==> src/hdl/uad_defines.vh <==
// Constants for the accessory detect and switch control block.
// Included by the design files; definitions only.
`ifndef UAD_DEFINES_VH
`define UAD_DEFINES_VH
`define UAD_ADC_W          5
`define UAD_ADC_KEY_LO     5'h01
`define UAD_ADC_KEY_HI     5'h0d
`define UAD_ADC_JIG_USB0   5'h18
`define UAD_ADC_JIG_USB1   5'h19
`define UAD_ADC_JIG_UART0  5'h1c
`define UAD_ADC_JIG_UART1  5'h1d
`define UAD_ADC_AUDIO1     5'h1e
`define UAD_ADC_OPEN       5'h1f
`define UAD_ADC_ALT_SE0    5'h10
`define UAD_ADC_ALT_SE1    5'h11
`define UAD_ADC_RESET      5'h1f
`define UAD_CHG_NONE       3'h0
`define UAD_CHG_SDP        3'h1
`define UAD_CHG_CDP        3'h2
`define UAD_CHG_DCP        3'h3
`define UAD_CHG_NONCOMP    3'h4
`define UAD_OCP_TMO_W      8
`define UAD_OCP_TMO_RESET  8'h0a
`define UAD_BTN_W          13
`define UAD_CMP_SETTLE     2'h2
`endif

==> src/hdl/uad_ocp_timer.v <==
// Overcurrent timeout for the VBUS load switch.
// Assumes over_thr is already synchronised to clk.
`timescale 1ns/10ps
module uad_ocp_timer
(
  input  wire       clk,       // System clock
  input  wire       rst_n,     // Synchronous reset, active low
  input  wire       enable,    // Load switch requested on
  input  wire       over_thr,  // Current above trip threshold
  input  wire [7:0] timeout,   // Programmed delay in cycles
  output reg        trip       // Load switch disabled by overcurrent
);
  reg [7:0] cnt_reg;
  reg       run_reg;

  always @(posedge clk)
  begin
    if (!rst_n || !enable)
    begin
      cnt_reg <= 8'h00;
      run_reg <= 1'b0;
      trip    <= 1'b0;
    end
    else if (!trip)
    begin
      if (over_thr && !run_reg)
      begin
        run_reg <= 1'b1;
        cnt_reg <= 8'h00;
      end
      else if (run_reg)
      begin
        // trip if still over at expiry
        if (cnt_reg >= timeout)
        begin
          run_reg <= 1'b0;
          trip    <= over_thr;
        end
        else
          cnt_reg <= cnt_reg + 8'h01;
      end
    end
  end
endmodule // uad_ocp_timer

==> src/hdl/uad_ctrl.v <==
// Accessory classification and switch matrix control.
// Supply presence, comparator and current levels arrive asynchronously.
`timescale 1ns/10ps
`include "uad_defines.vh"
module uad_ctrl
(
  input  wire        clk,              // System clock 25 MHz
  input  wire        rst_n,            // Synchronous reset, active low
  input  wire        vbat_ok,          // Battery above power-on threshold
  input  wire        vbus_ok,          // VBUS present (above 4 V)
  input  wire        io_supply,        // Register supply present
  input  wire        id_cmp_hi,        // ID voltage above reference
  input  wire        id_attached,      // ID comparator sees a resistor
  input  wire        conn_dplus,       // D+ sensed driven/low state
  input  wire        conn_dminus,      // D- sensed driven/low state
  input  wire        dlines_short,     // D+ shorted to D-
  input  wire        dminus_src,       // D- sourcing 0.6 V
  input  wire        over_thr,         // Overcurrent trip threshold hit
  input  wire        alt_mode,         // Alternate accessory mode
  input  wire        int_mask,         // Interrupt mask control bit
  input  wire        sw_reset,         // Host wrote reset bit (pulse)
  input  wire        int_rd,           // Host read of interrupt reg
  input  wire        reg_wr,           // Host register write strobe
  input  wire        key_stable,       // Remote key held level
  input  wire [7:0]  ocp_timeout,      // Overcurrent delay in cycles
  output reg         sw_usb,           // USB path closed
  output reg         sw_uart,          // UART path closed
  output reg         sw_audio,         // Audio path closed
  output reg         sw_vbus_mic,      // VBUS to MIC closed
  output reg         sw_dm_left,       // D- to left audio
  output reg         sw_dp_mic,        // D+ to MIC
  output reg         id_bypass_switch, // ID bypass closed
  output reg         charge_current_out, // Charge current status
  output reg         factory_cable_out,  // Factory jig status
  output reg         boot_out,         // Boot status
  output reg         load_sw_en,       // Load switch enabled
  output reg         current_limit_en, // Current limit on while VBUS present and over threshold
  output reg         id_src_en,        // ID current source on
  output reg         reg_access_en,    // Register access allowed
  output reg  [4:0]  adc_code,         // Converted ID code
  output reg  [2:0]  charger_type,     // Detected charger type
  output reg         short_keypress_flag, // Key press interrupt flag
  output reg  [12:0] button_bits,      // Button register bits
  output reg         irq_out_n,        // Interrupt, active low
  output reg         standby           // No accessory detected
);
  localparam ST_IDLE = 2'h0;
  localparam ST_CONV = 2'h1;
  localparam ST_MON  = 2'h2;

  reg [1:0]  st_reg;
  reg [4:0]  ref_reg;
  reg [9:0]  s1_reg;
  reg [9:0]  s2_reg;
  reg [1:0]  settle_reg;
  reg        key_prev_reg;
  reg        mask_hold_reg;
  wire       trip;
  wire       live_rst;
  wire       vbat_s;
  wire       vbus_s;
  wire       io_s;
  wire       cmp_s;
  wire       att_s;
  wire       dp_s;
  wire       dm_s;
  wire       sh_s;
  wire       src_s;
  wire       oc_s;

  // Two-stage synchronisers for the ten supply, ID, D-line and overcurrent inputs
  always @(posedge clk)
  begin
    if (!rst_n)
    begin
      s1_reg <= 10'h000;
      s2_reg <= 10'h000;
    end
    else
    begin
      s1_reg <= {vbat_ok, vbus_ok, io_supply, id_cmp_hi, id_attached,
                 conn_dplus, conn_dminus, dlines_short, dminus_src, over_thr};
      s2_reg <= s1_reg;
    end
  end
  assign {vbat_s, vbus_s, io_s, cmp_s, att_s, dp_s, dm_s, sh_s, src_s,
          oc_s} = s2_reg;

  assign live_rst = !rst_n || sw_reset || (!vbat_s && !vbus_s);

  function is_key;
    input [4:0] c;
    begin
      is_key = (c >= `UAD_ADC_KEY_LO) && (c <= `UAD_ADC_KEY_HI);
    end
  endfunction

  uad_ocp_timer u_ocp
  (
    .clk      (clk),
    .rst_n    (!live_rst),
    .enable   (vbus_s),
    .over_thr (oc_s),
    .timeout  (ocp_timeout),
    .trip     (trip)
  );

  // Conversion: ramp reference until it reaches the ID voltage
  always @(posedge clk)
  begin
    if (live_rst)
    begin
      st_reg    <= ST_IDLE;
      ref_reg   <= 5'h00;
      settle_reg <= 2'h0;
      adc_code  <= `UAD_ADC_RESET;
      id_src_en <= 1'b0;
      standby   <= 1'b1;
    end
    else
    begin
      case (st_reg)
        ST_IDLE:
        begin
          standby   <= 1'b1;
          adc_code  <= `UAD_ADC_OPEN;
          id_src_en <= 1'b0;
          if (att_s && (!vbus_s ||
              charger_type == `UAD_CHG_NONCOMP))
          begin
            st_reg    <= ST_CONV;
            ref_reg   <= 5'h00;
            adc_code  <= 5'h00;
            settle_reg <= 2'h0;
            id_src_en <= 1'b1;
            standby   <= 1'b0;
          end
        end
        ST_CONV:
        begin
          // step reference upward
          // Reference shows on adc_code; answer returns via synchroniser
          if (settle_reg != `UAD_CMP_SETTLE)
            settle_reg <= settle_reg + 2'h1;
          else if (!cmp_s || ref_reg == 5'h1f)
          begin
            adc_code <= ref_reg;
            st_reg   <= ST_MON;
          end
          else
          begin
            ref_reg    <= ref_reg + 5'h01;
            adc_code   <= ref_reg + 5'h01;
            settle_reg <= 2'h0;
          end
        end
        ST_MON:
        begin
          // current source kept on to see detach
          id_src_en <= 1'b1;
          if (!att_s)
            st_reg <= ST_IDLE;
        end
        default:
          st_reg <= ST_IDLE;
      endcase
    end
  end

  always @(posedge clk)
  begin
    if (live_rst)
      charger_type <= `UAD_CHG_NONE;
    else if (!vbus_s)
      charger_type <= `UAD_CHG_NONE;
    else if (sh_s)
      charger_type <= `UAD_CHG_DCP;
    else if (src_s)
      charger_type <= `UAD_CHG_CDP;
    else if (!dp_s && !dm_s)
      charger_type <= `UAD_CHG_NONCOMP;
    else
      charger_type <= `UAD_CHG_SDP;
  end

  // Switch matrix decode, registered
  always @(posedge clk)
  begin
    if (live_rst)
    begin
      sw_usb             <= 1'b0;
      sw_uart            <= 1'b0;
      sw_audio           <= 1'b0;
      sw_vbus_mic        <= 1'b0;
      sw_dm_left         <= 1'b0;
      sw_dp_mic          <= 1'b0;
      id_bypass_switch   <= 1'b0;
      charge_current_out <= 1'b0;
      factory_cable_out  <= 1'b0;
      boot_out           <= 1'b0;
    end
    else
    begin
      sw_usb             <= 1'b0;
      sw_uart            <= 1'b0;
      sw_audio           <= 1'b0;
      sw_vbus_mic        <= 1'b0;
      sw_dm_left         <= 1'b0;
      sw_dp_mic          <= 1'b0;
      id_bypass_switch   <= 1'b0;
      charge_current_out <= 1'b0;
      factory_cable_out  <= 1'b0;
      boot_out           <= 1'b0;
      if (st_reg == ST_MON && alt_mode)
      begin
        if (adc_code == `UAD_ADC_JIG_UART0 ||
            adc_code == `UAD_ADC_JIG_UART1)
        begin
          sw_dm_left <= 1'b1;
          sw_dp_mic  <= 1'b1;
        end
        else if (adc_code == `UAD_ADC_ALT_SE0 ||
                 adc_code == `UAD_ADC_ALT_SE1)
        begin
          sw_audio    <= 1'b1;
          sw_vbus_mic <= !vbus_s;
        end
      end
      else if (st_reg == ST_MON)
      begin
        if (is_key(adc_code) || adc_code == `UAD_ADC_AUDIO1)
        begin
          sw_audio    <= 1'b1;
          sw_vbus_mic <= 1'b1;
        end
        else if (adc_code == `UAD_ADC_JIG_USB0 ||
                 adc_code == `UAD_ADC_JIG_USB1)
        begin
          sw_usb            <= 1'b1;
          factory_cable_out <= 1'b1;
          boot_out          <= (adc_code == `UAD_ADC_JIG_USB1);
        end
        else if (adc_code == `UAD_ADC_JIG_UART0 ||
                 adc_code == `UAD_ADC_JIG_UART1)
        begin
          sw_uart           <= 1'b1;
          factory_cable_out <= 1'b1;
          boot_out          <= (adc_code == `UAD_ADC_JIG_UART1);
        end
      end
      else if (vbus_s && adc_code == `UAD_ADC_OPEN)
      begin
        if (charger_type == `UAD_CHG_SDP)
        begin
          sw_usb           <= 1'b1;
          id_bypass_switch <= 1'b1;
        end
        else if (charger_type == `UAD_CHG_CDP ||
                 charger_type == `UAD_CHG_DCP)
        begin
          sw_usb             <= 1'b1;
          id_bypass_switch   <= 1'b1;
          charge_current_out <= 1'b1;
        end
      end
    end
  end

  // Load switch and register supply gating
  always @(posedge clk)
  begin
    if (live_rst)
    begin
      load_sw_en       <= 1'b0;
      current_limit_en <= 1'b0;
      reg_access_en    <= 1'b0;
    end
    else
    begin
      load_sw_en       <= vbus_s && !trip;
      current_limit_en <= vbus_s && oc_s;
      reg_access_en    <= vbat_s && io_s;
    end
  end

  // Key press flag and interrupt pin
  always @(posedge clk)
  begin
    if (!rst_n || (!vbat_s && !vbus_s))
    begin
      key_prev_reg        <= 1'b0;
      short_keypress_flag <= 1'b0;
      button_bits         <= 13'h0000;
      mask_hold_reg       <= 1'b0;
      irq_out_n           <= 1'b1;
    end
    else if (sw_reset)
    begin
      key_prev_reg        <= 1'b0;
      short_keypress_flag <= 1'b0;
      button_bits         <= 13'h0000;
      mask_hold_reg       <= 1'b1;
      irq_out_n           <= 1'b0;
    end
    else
    begin
      key_prev_reg <= key_stable && is_key(adc_code);
      if (mask_hold_reg && reg_wr && !int_mask)
        mask_hold_reg <= 1'b0;
      // release sets flag; wins over clear
      if (key_prev_reg && !key_stable)
      begin
        short_keypress_flag <= 1'b1;
        button_bits <= 13'h0001 << (adc_code - 5'h01);
      end
      else if (int_rd)
        short_keypress_flag <= 1'b0;
      irq_out_n <= !(mask_hold_reg ||
                     (short_keypress_flag && !int_mask));
    end
  end
endmodule // uad_ctrl

==> config.mk <==
export PLATFORM = sky130hd
export DESIGN_NAME = uad_ctrl
export DESIGN_NICKNAME = d
export VERILOG_FILES = /design/src/hdl/uad_ocp_timer.v /design/src/hdl/uad_ctrl.v
export VERILOG_INCLUDE_DIRS = /design/src /design/src/hdl
export SDC_FILE = /design/constraint.sdc
export NUM_CORES = 1
export LEC_CHECK = 0
export BUFFER_PORTS_ARGS = -buffer_cell sky130_fd_sc_hd__buf_2
export CAP_MARGIN = 0
export CORE_MARGIN = 1
export CORE_UTILIZATION = 54
export CTS_CLUSTER_DIAMETER = 200
export DETAILED_ROUTE_END_ITERATION = 8
export GPL_TIMING_DRIVEN = 0
export PLACE_DENSITY = 0.74
export RECOVER_POWER = 50
export SLEW_MARGIN = 0
export SYNTH_ARGS = -nofsm -noshare
export SYNTH_HDL_FRONTEND = slang
export SYNTH_SLANG_ARGS = --single-unit
export TNS_END_PERCENT = 1
==> constraint.sdc <==
create_clock -name clk -period 2.9 [get_ports clk]
set_clock_uncertainty 0.1 [all_clocks]
set_input_delay 0.435 -clock clk [delete_from_list [all_inputs] [get_ports clk]]
set_output_delay 0.435 -clock clk [all_outputs]
set_load 0.01 [all_outputs]
======== Yosys cells after proc, flatten, opt, wreduce, memory -nomap -nowiden ========
Index checks and enable logic that the tools add are counted.
storage, ports and cells
  register bits after elaboration ......... 78
  output and inout bits ................... 38
  logic and storage cells ................. 177
operators by class
  add/subtract/negate cells ............... 4
  $lt $le $gt $ge ......................... 3
  eq/ne operators ......................... 22
  shift operators ......................... 1
  mux-type cells .......................... 54
  bitwise gates (word level) .............. 5
  reduce and logical (&&, ||, !) cells .... 58
operators with widths
  cell                                                               number
  == test 5 bit, second input constant                               9
  two-way mux 1 bit                                                  32
  two-way mux 8 bit                                                  3
  two-way mux 5 bit                                                  4
  one-hot mux 5 bit (2 select lines)                                 2
  two-way mux 2 bit                                                  9
  logical AND 1 bit                                                  15
  left shift 1 x 5 -> 13 bit, first input constant                   1
  logical OR 1 bit                                                   12
  logical NOT 1 bit                                                  11
  inequality test 2 bit, second input constant                       5
  nonzero test 2 bit                                                 5
  OR reduction 5 bit                                                 2
  AND reduction 3 bit                                                3
  adder 8 x 1 -> 8 bit, second input constant                        1
  greater-or-equal comparator 8 bit                                  1
  OR reduction 2 bit                                                 4
  OR reduction 4 bit                                                 2
  == test 3 x 2 -> 1 bit, second input constant                      2
  one-hot mux 2 bit (3 select lines)                                 1
  adder 5 x 1 -> 5 bit, second input constant                        1
  greater-or-equal comparator 5 x 1 -> 1 bit, second input constant  1
  <= comparator 5 x 4 -> 1 bit, second input constant                1
  inverter 1 bit                                                     5
  other kinds (15)                                                   15

======== Longest topological paths before layout ========
  word-level depth ........................ 6
  depth in mapped cells ................... 9
  depth with buffers taken out ............ 9

======== Cells and area by module ========
From an unflattened synthesis, not the netlist that was laid out.
second synthesis, totals
  cell total of the unflattened synthesis .. 371
  area total of the unflattened synthesis .. 3415.8 µm²
modules (own cells, without submodules)
  module         instances  cells an instance  area an instance (µm²)  sequential area each (µm²)
  uad_ctrl       1          284                2683.8                  1361.3
  uad_ocp_timer  1          87                 732.0                   200.2

======== Worst setup path before layout ========
Ideal clock, no wire load.
  path kind ............................... input to register
  from .................................... input ocp_timeout[0]
  to ...................................... register u_ocp.cnt_reg[5]
  arrival ................................. 2.287 ns
  required time ........................... 2.730 ns
  slack ................................... 0.443 ns
  cell stages on the path ................. 7
  buffers on the path ..................... 0
  cell sequence ........................... ha_1 -> nand2b_4 -> a2111oi_4 -> o21ai_1 -> a311o_1 -> or4b_1 -> a21oi_1
on the way
  cells in the longest elaborated chain, start to end .. 3
ends and longest elaborated chain
  item                                      line                source
  start, declared                           uad_ctrl.v:25       input wire [7:0] ocp_timeout,
  greater-or-equal comparator 8 bit         uad_ocp_timer.v:34  if (cnt_reg >= timeout)
  inequality test 2 x 1 -> 1 bit (no line)  --
  AND reduction 3 bit (no line)             --
  end signal, assigned                      uad_ocp_timer.v:40  cnt_reg <= cnt_reg + 8'h01;
  end, declared                             uad_ocp_timer.v:13  reg [7:0] cnt_reg;
Every way passes these cells.
A chain may end at the register's enable or synchronous reset.

======== Worst setup path in the final report ========
  from .................................... register u_ocp.cnt_reg[0]
  to ...................................... register u_ocp.cnt_reg[5]
on the way
  cells in the longest elaborated chain, start to end .. 4
  elaborated cells between the ends (all ways) .. 7
ends and longest elaborated chain
  item                  line                source
  adder 8 x 1 -> 8 bit  uad_ocp_timer.v:40
  two-way mux 8 bit     uad_ocp_timer.v:34
  two-way mux 8 bit     uad_ocp_timer.v:31  else if (run_reg)
  two-way mux 8 bit     uad_ocp_timer.v:26  if (over_thr && !run_reg)
Several ways; a longest one is shown, not always the timed one. The select of a mux whose other input is x is not followed.

==> run_summary.xml <==
<?xml version="1.0" encoding="UTF-8"?>
<metrics>
  <group name="logic_synthesis">
    <metric name="synth-compound-area-share" unit="%">17.7</metric>
    <metric name="netlist_area" unit="sq mm">0.00325</metric>
    <metric name="synth_area_in_xor_xnor" unit="%">0.808</metric>
    <metric name="synthAdderAreaFrac" unit="%">5.00</metric>
    <metric name="synth.area.top_cells" unit="">sky130_fd_sc_hd__dfxtp_1, sky130_fd_sc_hd__nor2_1, sky130_fd_sc_hd__ha_1</metric>
    <metric name="post_synth_and_or_nand_nor_area_fraction" unit="%">24.5</metric>
    <metric name="number_of_enable_flip_flop_cells_after_synthesis" unit="">0</metric>
    <metric name="yosysTopAreaCellShare" unit="%">48.0</metric>
    <metric name="number_of_nets_produced_by_synthesis" unit="">401</metric>
    <metric name="largest_family_of_logic_cells_by_synthesized_area" unit="">simple AND/OR/NAND/NOR gates</metric>
    <metric name="synth_cell_types" unit="">47</metric>
    <metric name="post_synth_mux_area_share" unit="%">0.615</metric>
    <metric name="post_synth.cell_area_avg" unit="sq um">8.99</metric>
    <metric name="ys_async_sr_fraction" unit="%">0</metric>
    <metric name="ys_seq_area_share" unit="%">48.0</metric>
    <metric name="ys.flop_type" unit="">sky130_fd_sc_hd__dfxtp_1</metric>
    <metric name="post_synthesis_sequential_element_count" unit="">78</metric>
    <metric name="syn-instance-count" unit="">362</metric>
    <metric name="synth.yosys.warnings" unit="">0</metric>
    <metric name="synth_area_leader_cell" unit="">sky130_fd_sc_hd__dfxtp_1</metric>
  </group>
  <group name="setup_path">
    <metric name="worstPathRequired" unit="ps">3100</metric>
    <metric name="ff2ff_setup_slack" unit="ps">210</metric>
    <metric name="critPathArrivalTime" unit="ps">2880</metric>
    <metric name="crit_path_end_kind" unit="">flip-flop</metric>
    <metric name="biggest_fanout_along_the_worst_timing_path" unit="">7</metric>
    <metric name="start_kind" unit="">flip-flop</metric>
    <metric name="r2r_cells" unit="">8</metric>
    <metric name="crit-reg2reg-capture" unit="">u_ocp.cnt_reg[5]</metric>
    <metric name="r2r_start" unit="">u_ocp.cnt_reg[0]</metric>
    <metric name="worstSetupPathType" unit="">flip-flop to flip-flop</metric>
  </group>
  <group name="placed_design">
    <metric name="place_hpwl" unit="um">4850</metric>
    <metric name="gpl.final_weighted_congestion" unit="">0.852</metric>
    <metric name="postPlaceCellArea" unit="sq mm">0.00366</metric>
    <metric name="preCtsSetupSlack" unit="ps">153</metric>
    <metric name="buffer_ports.inserted" unit="">63</metric>
  </group>
  <group name="routing">
    <metric name="drt_iter0_drc" unit="">199</metric>
    <metric name="drt-pass1-iter-count" unit="">4</metric>
    <metric name="detail-route-antenna-nets" unit="">0</metric>
    <metric name="final_wirelength" unit="um">6760</metric>
    <metric name="route.detailed.wl_per_inst" unit="um">13.2</metric>
    <metric name="avg_vias_per_cell" unit="">5.48</metric>
    <metric name="route.detailed.drc" unit="">0</metric>
    <metric name="routed-via-count" unit="">2810</metric>
  </group>
  <group name="clock_tree">
    <metric name="htreeDepth" unit="">3</metric>
    <metric name="cts_resized" unit="">0</metric>
    <metric name="cts_buffers" unit="">9</metric>
    <metric name="clk_path_buf_depth" unit="">2</metric>
    <metric name="number_of_setup_buffers_added_after_cts" unit="">0</metric>
    <metric name="clock_tree_sinks" unit="">78</metric>
    <metric name="clk_latency" unit="ps">350</metric>
    <metric name="cts_hold_buffers" unit="">0</metric>
    <metric name="clk_pin_slew_worst_paths" unit="ps">80</metric>
    <metric name="clock-root-buffer" unit="">sky130_fd_sc_hd__clkbuf_8</metric>
    <metric name="clock_tree_from_tritoncts" unit="">built</metric>
  </group>
  <group name="layout">
    <metric name="sequential_cell_area" unit="sq mm">0.00156</metric>
    <metric name="design.final.nets" unit="">475</metric>
    <metric name="post_route_cells_drive_above_1_share" unit="%">11.6</metric>
    <metric name="insertedDiodeCount" unit="">0</metric>
    <metric name="syn2layout_area_growth" unit="%">19.8</metric>
    <metric name="fillerInstances" unit="">474</metric>
    <metric name="multi_input_area" unit="sq mm">0.00158</metric>
    <metric name="post-route-cell-area" unit="sq mm">0.00390</metric>
    <metric name="final_cell_mix" unit="">sky130_fd_sc_hd__dfxtp_1, sky130_fd_sc_hd__clkbuf_1, sky130_fd_sc_hd__nor2_1</metric>
    <metric name="final_common_cell" unit="">sky130_fd_sc_hd__dfxtp_1</metric>
    <metric name="largest_reg_flops" unit="">13</metric>
  </group>
  <group name="timing">
    <metric name="setup_violations" unit="">0</metric>
    <metric name="final-max-slew-violation-count" unit="">0</metric>
    <metric name="post-route-worst-setup-slack" unit="ps">214</metric>
    <metric name="rsz0062_at_grt" unit="">false</metric>
    <metric name="tightestPinTransition" unit="ps">636</metric>
    <metric name="maxSlewHeadroom" unit="%">57.2</metric>
    <metric name="setup_tns" unit="ps">0</metric>
    <metric name="hold_violations" unit="">0</metric>
    <metric name="finalCritPeriodShare" unit="%">92.6</metric>
    <metric name="timing.hold.ws" unit="ps">179</metric>
    <metric name="finalCriticalPeriod" unit="ps">2690</metric>
    <metric name="timing.fmax" unit="MHz">372</metric>
  </group>
  <group name="outcome">
    <metric name="outcome" unit="">finished, final reports clean</metric>
  </group>
  <group name="grt">
    <metric name="antenna_found_initial" unit="">0</metric>
    <metric name="grt_start_max_net_pins" unit="">14</metric>
    <metric name="global_router_s_overall_resource_usage" unit="%">22.9</metric>
    <metric name="first_global_vias" unit="">2454</metric>
    <metric name="grt_first_pass_wirelength" unit="um">11100</metric>
    <metric name="globalRoute.totalOverflow" unit="">0</metric>
  </group>
  <group name="worst_hold_path">
    <metric name="hold_depth" unit="">2</metric>
    <metric name="worstHoldEndpoint" unit="">s1_reg[4]</metric>
    <metric name="hold_class" unit="">input port to flip-flop</metric>
    <metric name="hp-start" unit="">conn_dplus</metric>
  </group>
  <group name="floorplanning">
    <metric name="placement_rows" unit="">27</metric>
    <metric name="dieArea" unit="sq mm">0.00634</metric>
    <metric name="die_width" unit="um">79.6</metric>
    <metric name="num_io_pins" unit="">64</metric>
    <metric name="core_area" unit="sq mm">0.00564</metric>
    <metric name="floorplan.die.height" unit="um">79.6</metric>
    <metric name="initial_core_util" unit="%">57.7</metric>
  </group>
  <group name="pwr">
    <metric name="power_per_cell_area" unit="mW/mm^2">583</metric>
    <metric name="internal-power" unit="W">0.00183</metric>
    <metric name="switching_share" unit="%">19.5</metric>
    <metric name="clock_network_power_share" unit="%">48.5</metric>
    <metric name="comb_power_share" unit="%">3.5</metric>
    <metric name="fin_total_pwr" unit="W">0.00227</metric>
    <metric name="seq_power_share" unit="%">48.0</metric>
    <metric name="leakagePower" unit="nW">1.52</metric>
    <metric name="max-vdd-ir-drop" unit="uV">428</metric>
    <metric name="power.switching" unit="W">0.000442</metric>
  </group>
  <group name="run">
    <metric name="cap_viol_max_count" unit="">0</metric>
  </group>
</metrics>
cells in the mapped netlist (2+ instances only):
cell type / instances
sky130_fd_sc_hd__o2111ai_1: 2
sky130_fd_sc_hd__nor2b_1: 9
sky130_fd_sc_hd__xnor2_1: 2
sky130_fd_sc_hd__inv_1: 13
sky130_fd_sc_hd__mux2i_1: 2
sky130_fd_sc_hd__nor2_1: 44
sky130_fd_sc_hd__a22oi_1: 9
sky130_fd_sc_hd__ha_1: 13
sky130_fd_sc_hd__nand3b_1: 2
sky130_fd_sc_hd__a21oi_1: 20
sky130_fd_sc_hd__nor4_1: 4
sky130_fd_sc_hd__o21a_1: 2
sky130_fd_sc_hd__and3_1: 6
sky130_fd_sc_hd__o21ai_0: 15
sky130_fd_sc_hd__o211ai_1: 4
sky130_fd_sc_hd__o21ai_1: 3
sky130_fd_sc_hd__nand4_1: 2
sky130_fd_sc_hd__a31oi_1: 2
sky130_fd_sc_hd__nand4b_1: 2
sky130_fd_sc_hd__a2bb2oi_1: 2
sky130_fd_sc_hd__a211o_1: 3
sky130_fd_sc_hd__nand3_1: 10
sky130_fd_sc_hd__nor3_1: 13
sky130_fd_sc_hd__nand2_1: 19
sky130_fd_sc_hd__o31ai_1: 4
sky130_fd_sc_hd__a32oi_1: 3
sky130_fd_sc_hd__a21o_1: 4
sky130_fd_sc_hd__and2_1: 25
sky130_fd_sc_hd__a211oi_1: 5
sky130_fd_sc_hd__clkbuf_1: 14
sky130_fd_sc_hd__nor3b_1: 4
sky130_fd_sc_hd__nand2b_1: 8
sky130_fd_sc_hd__dfxtp_1: 78
kinds of logic after synthesis:
family	count (synthesis)
xor gates and xnor gates	3
DFF	78
AOI/OAI and AO/OA	84
and+or+nand+nor	153
buffers and inverters	29
adders and majority gates	13
muxes	2
critical path, cell delays in order (launching register included):
cell and delay (ps):
sky130_fd_sc_hd__dfxtp_1 420, sky130_fd_sc_hd__inv_1 70, sky130_fd_sc_hd__ha_1 270, sky130_fd_sc_hd__nand2b_4 150
sky130_fd_sc_hd__a2111oi_4 330, sky130_fd_sc_hd__o21ai_1 180, sky130_fd_sc_hd__a311o_1 480, sky130_fd_sc_hd__or4b_1 490
sky130_fd_sc_hd__a21oi_1 130
stage by stage:
step	std cells	util, %
6_report	513	69.1
4_1_cts	513	69.8
2_1_floorplan	362	-
3_3_place_gp	497	64.8
3_5_place_dp	497	64.8
5_1_grt	513	69.1
cell type report:
| type | instances | share of cell area [%] |
|---|---|---|
| Buffer | 16 | 1.64 |
| Clock buffer | 11 | 3.88 |
| Clock inverter | 5 | 3.31 |
| Inverter | 13 | 1.25 |
| Multi-Input combinational cell | 255 | 40.5 |
| Sequential cell | 78 | 40.1 |
| Tap cell | 72 | 2.31 |
| Timing Repair Buffer | 63 | 7.03 |
power by group through the flow:
| stage | Clock, W | Combinational, W | Sequential [W] |
|---|---|---|---|
| detailed placement | 0 | 0.0000804 | 0.00112 |
| CTS | 0.00111 | 0.0000810 | 0.00109 |
| floorplan | 0 | 0.0000489 | 0.00112 |
| finish | 0.00110 | 0.0000796 | 0.00109 |
| global placement | 0 | 0.0000788 | 0.00112 |
| global route | 0.00116 | 0.0000905 | 0.00109 |
metal layers:
layer	track usage, %	wire length (um)
met1	29.6	3280
met2	35.5	3020
met3	6.06	365
met4	10.5	95
met5	0	0
worst max-delay path by stage:
stage / start / to / slack, ps / depth (start not counted)
floorplan: ocp_timeout[0] / u_ocp.cnt_reg[5] / 440 / 7
global placement: ocp_timeout[0] / u_ocp.cnt_reg[5] / 210 / 8
detailed placement: ocp_timeout[0] / u_ocp.cnt_reg[5] / 150 / 8
CTS: u_ocp.cnt_reg[0] / u_ocp.cnt_reg[5] / 190 / 8
global route: u_ocp.cnt_reg[0] / u_ocp.cnt_reg[5] / 50 / 8
finish: u_ocp.cnt_reg[0] / u_ocp.cnt_reg[5] / 210 / 8
Power figures use the tool's default switching activity.
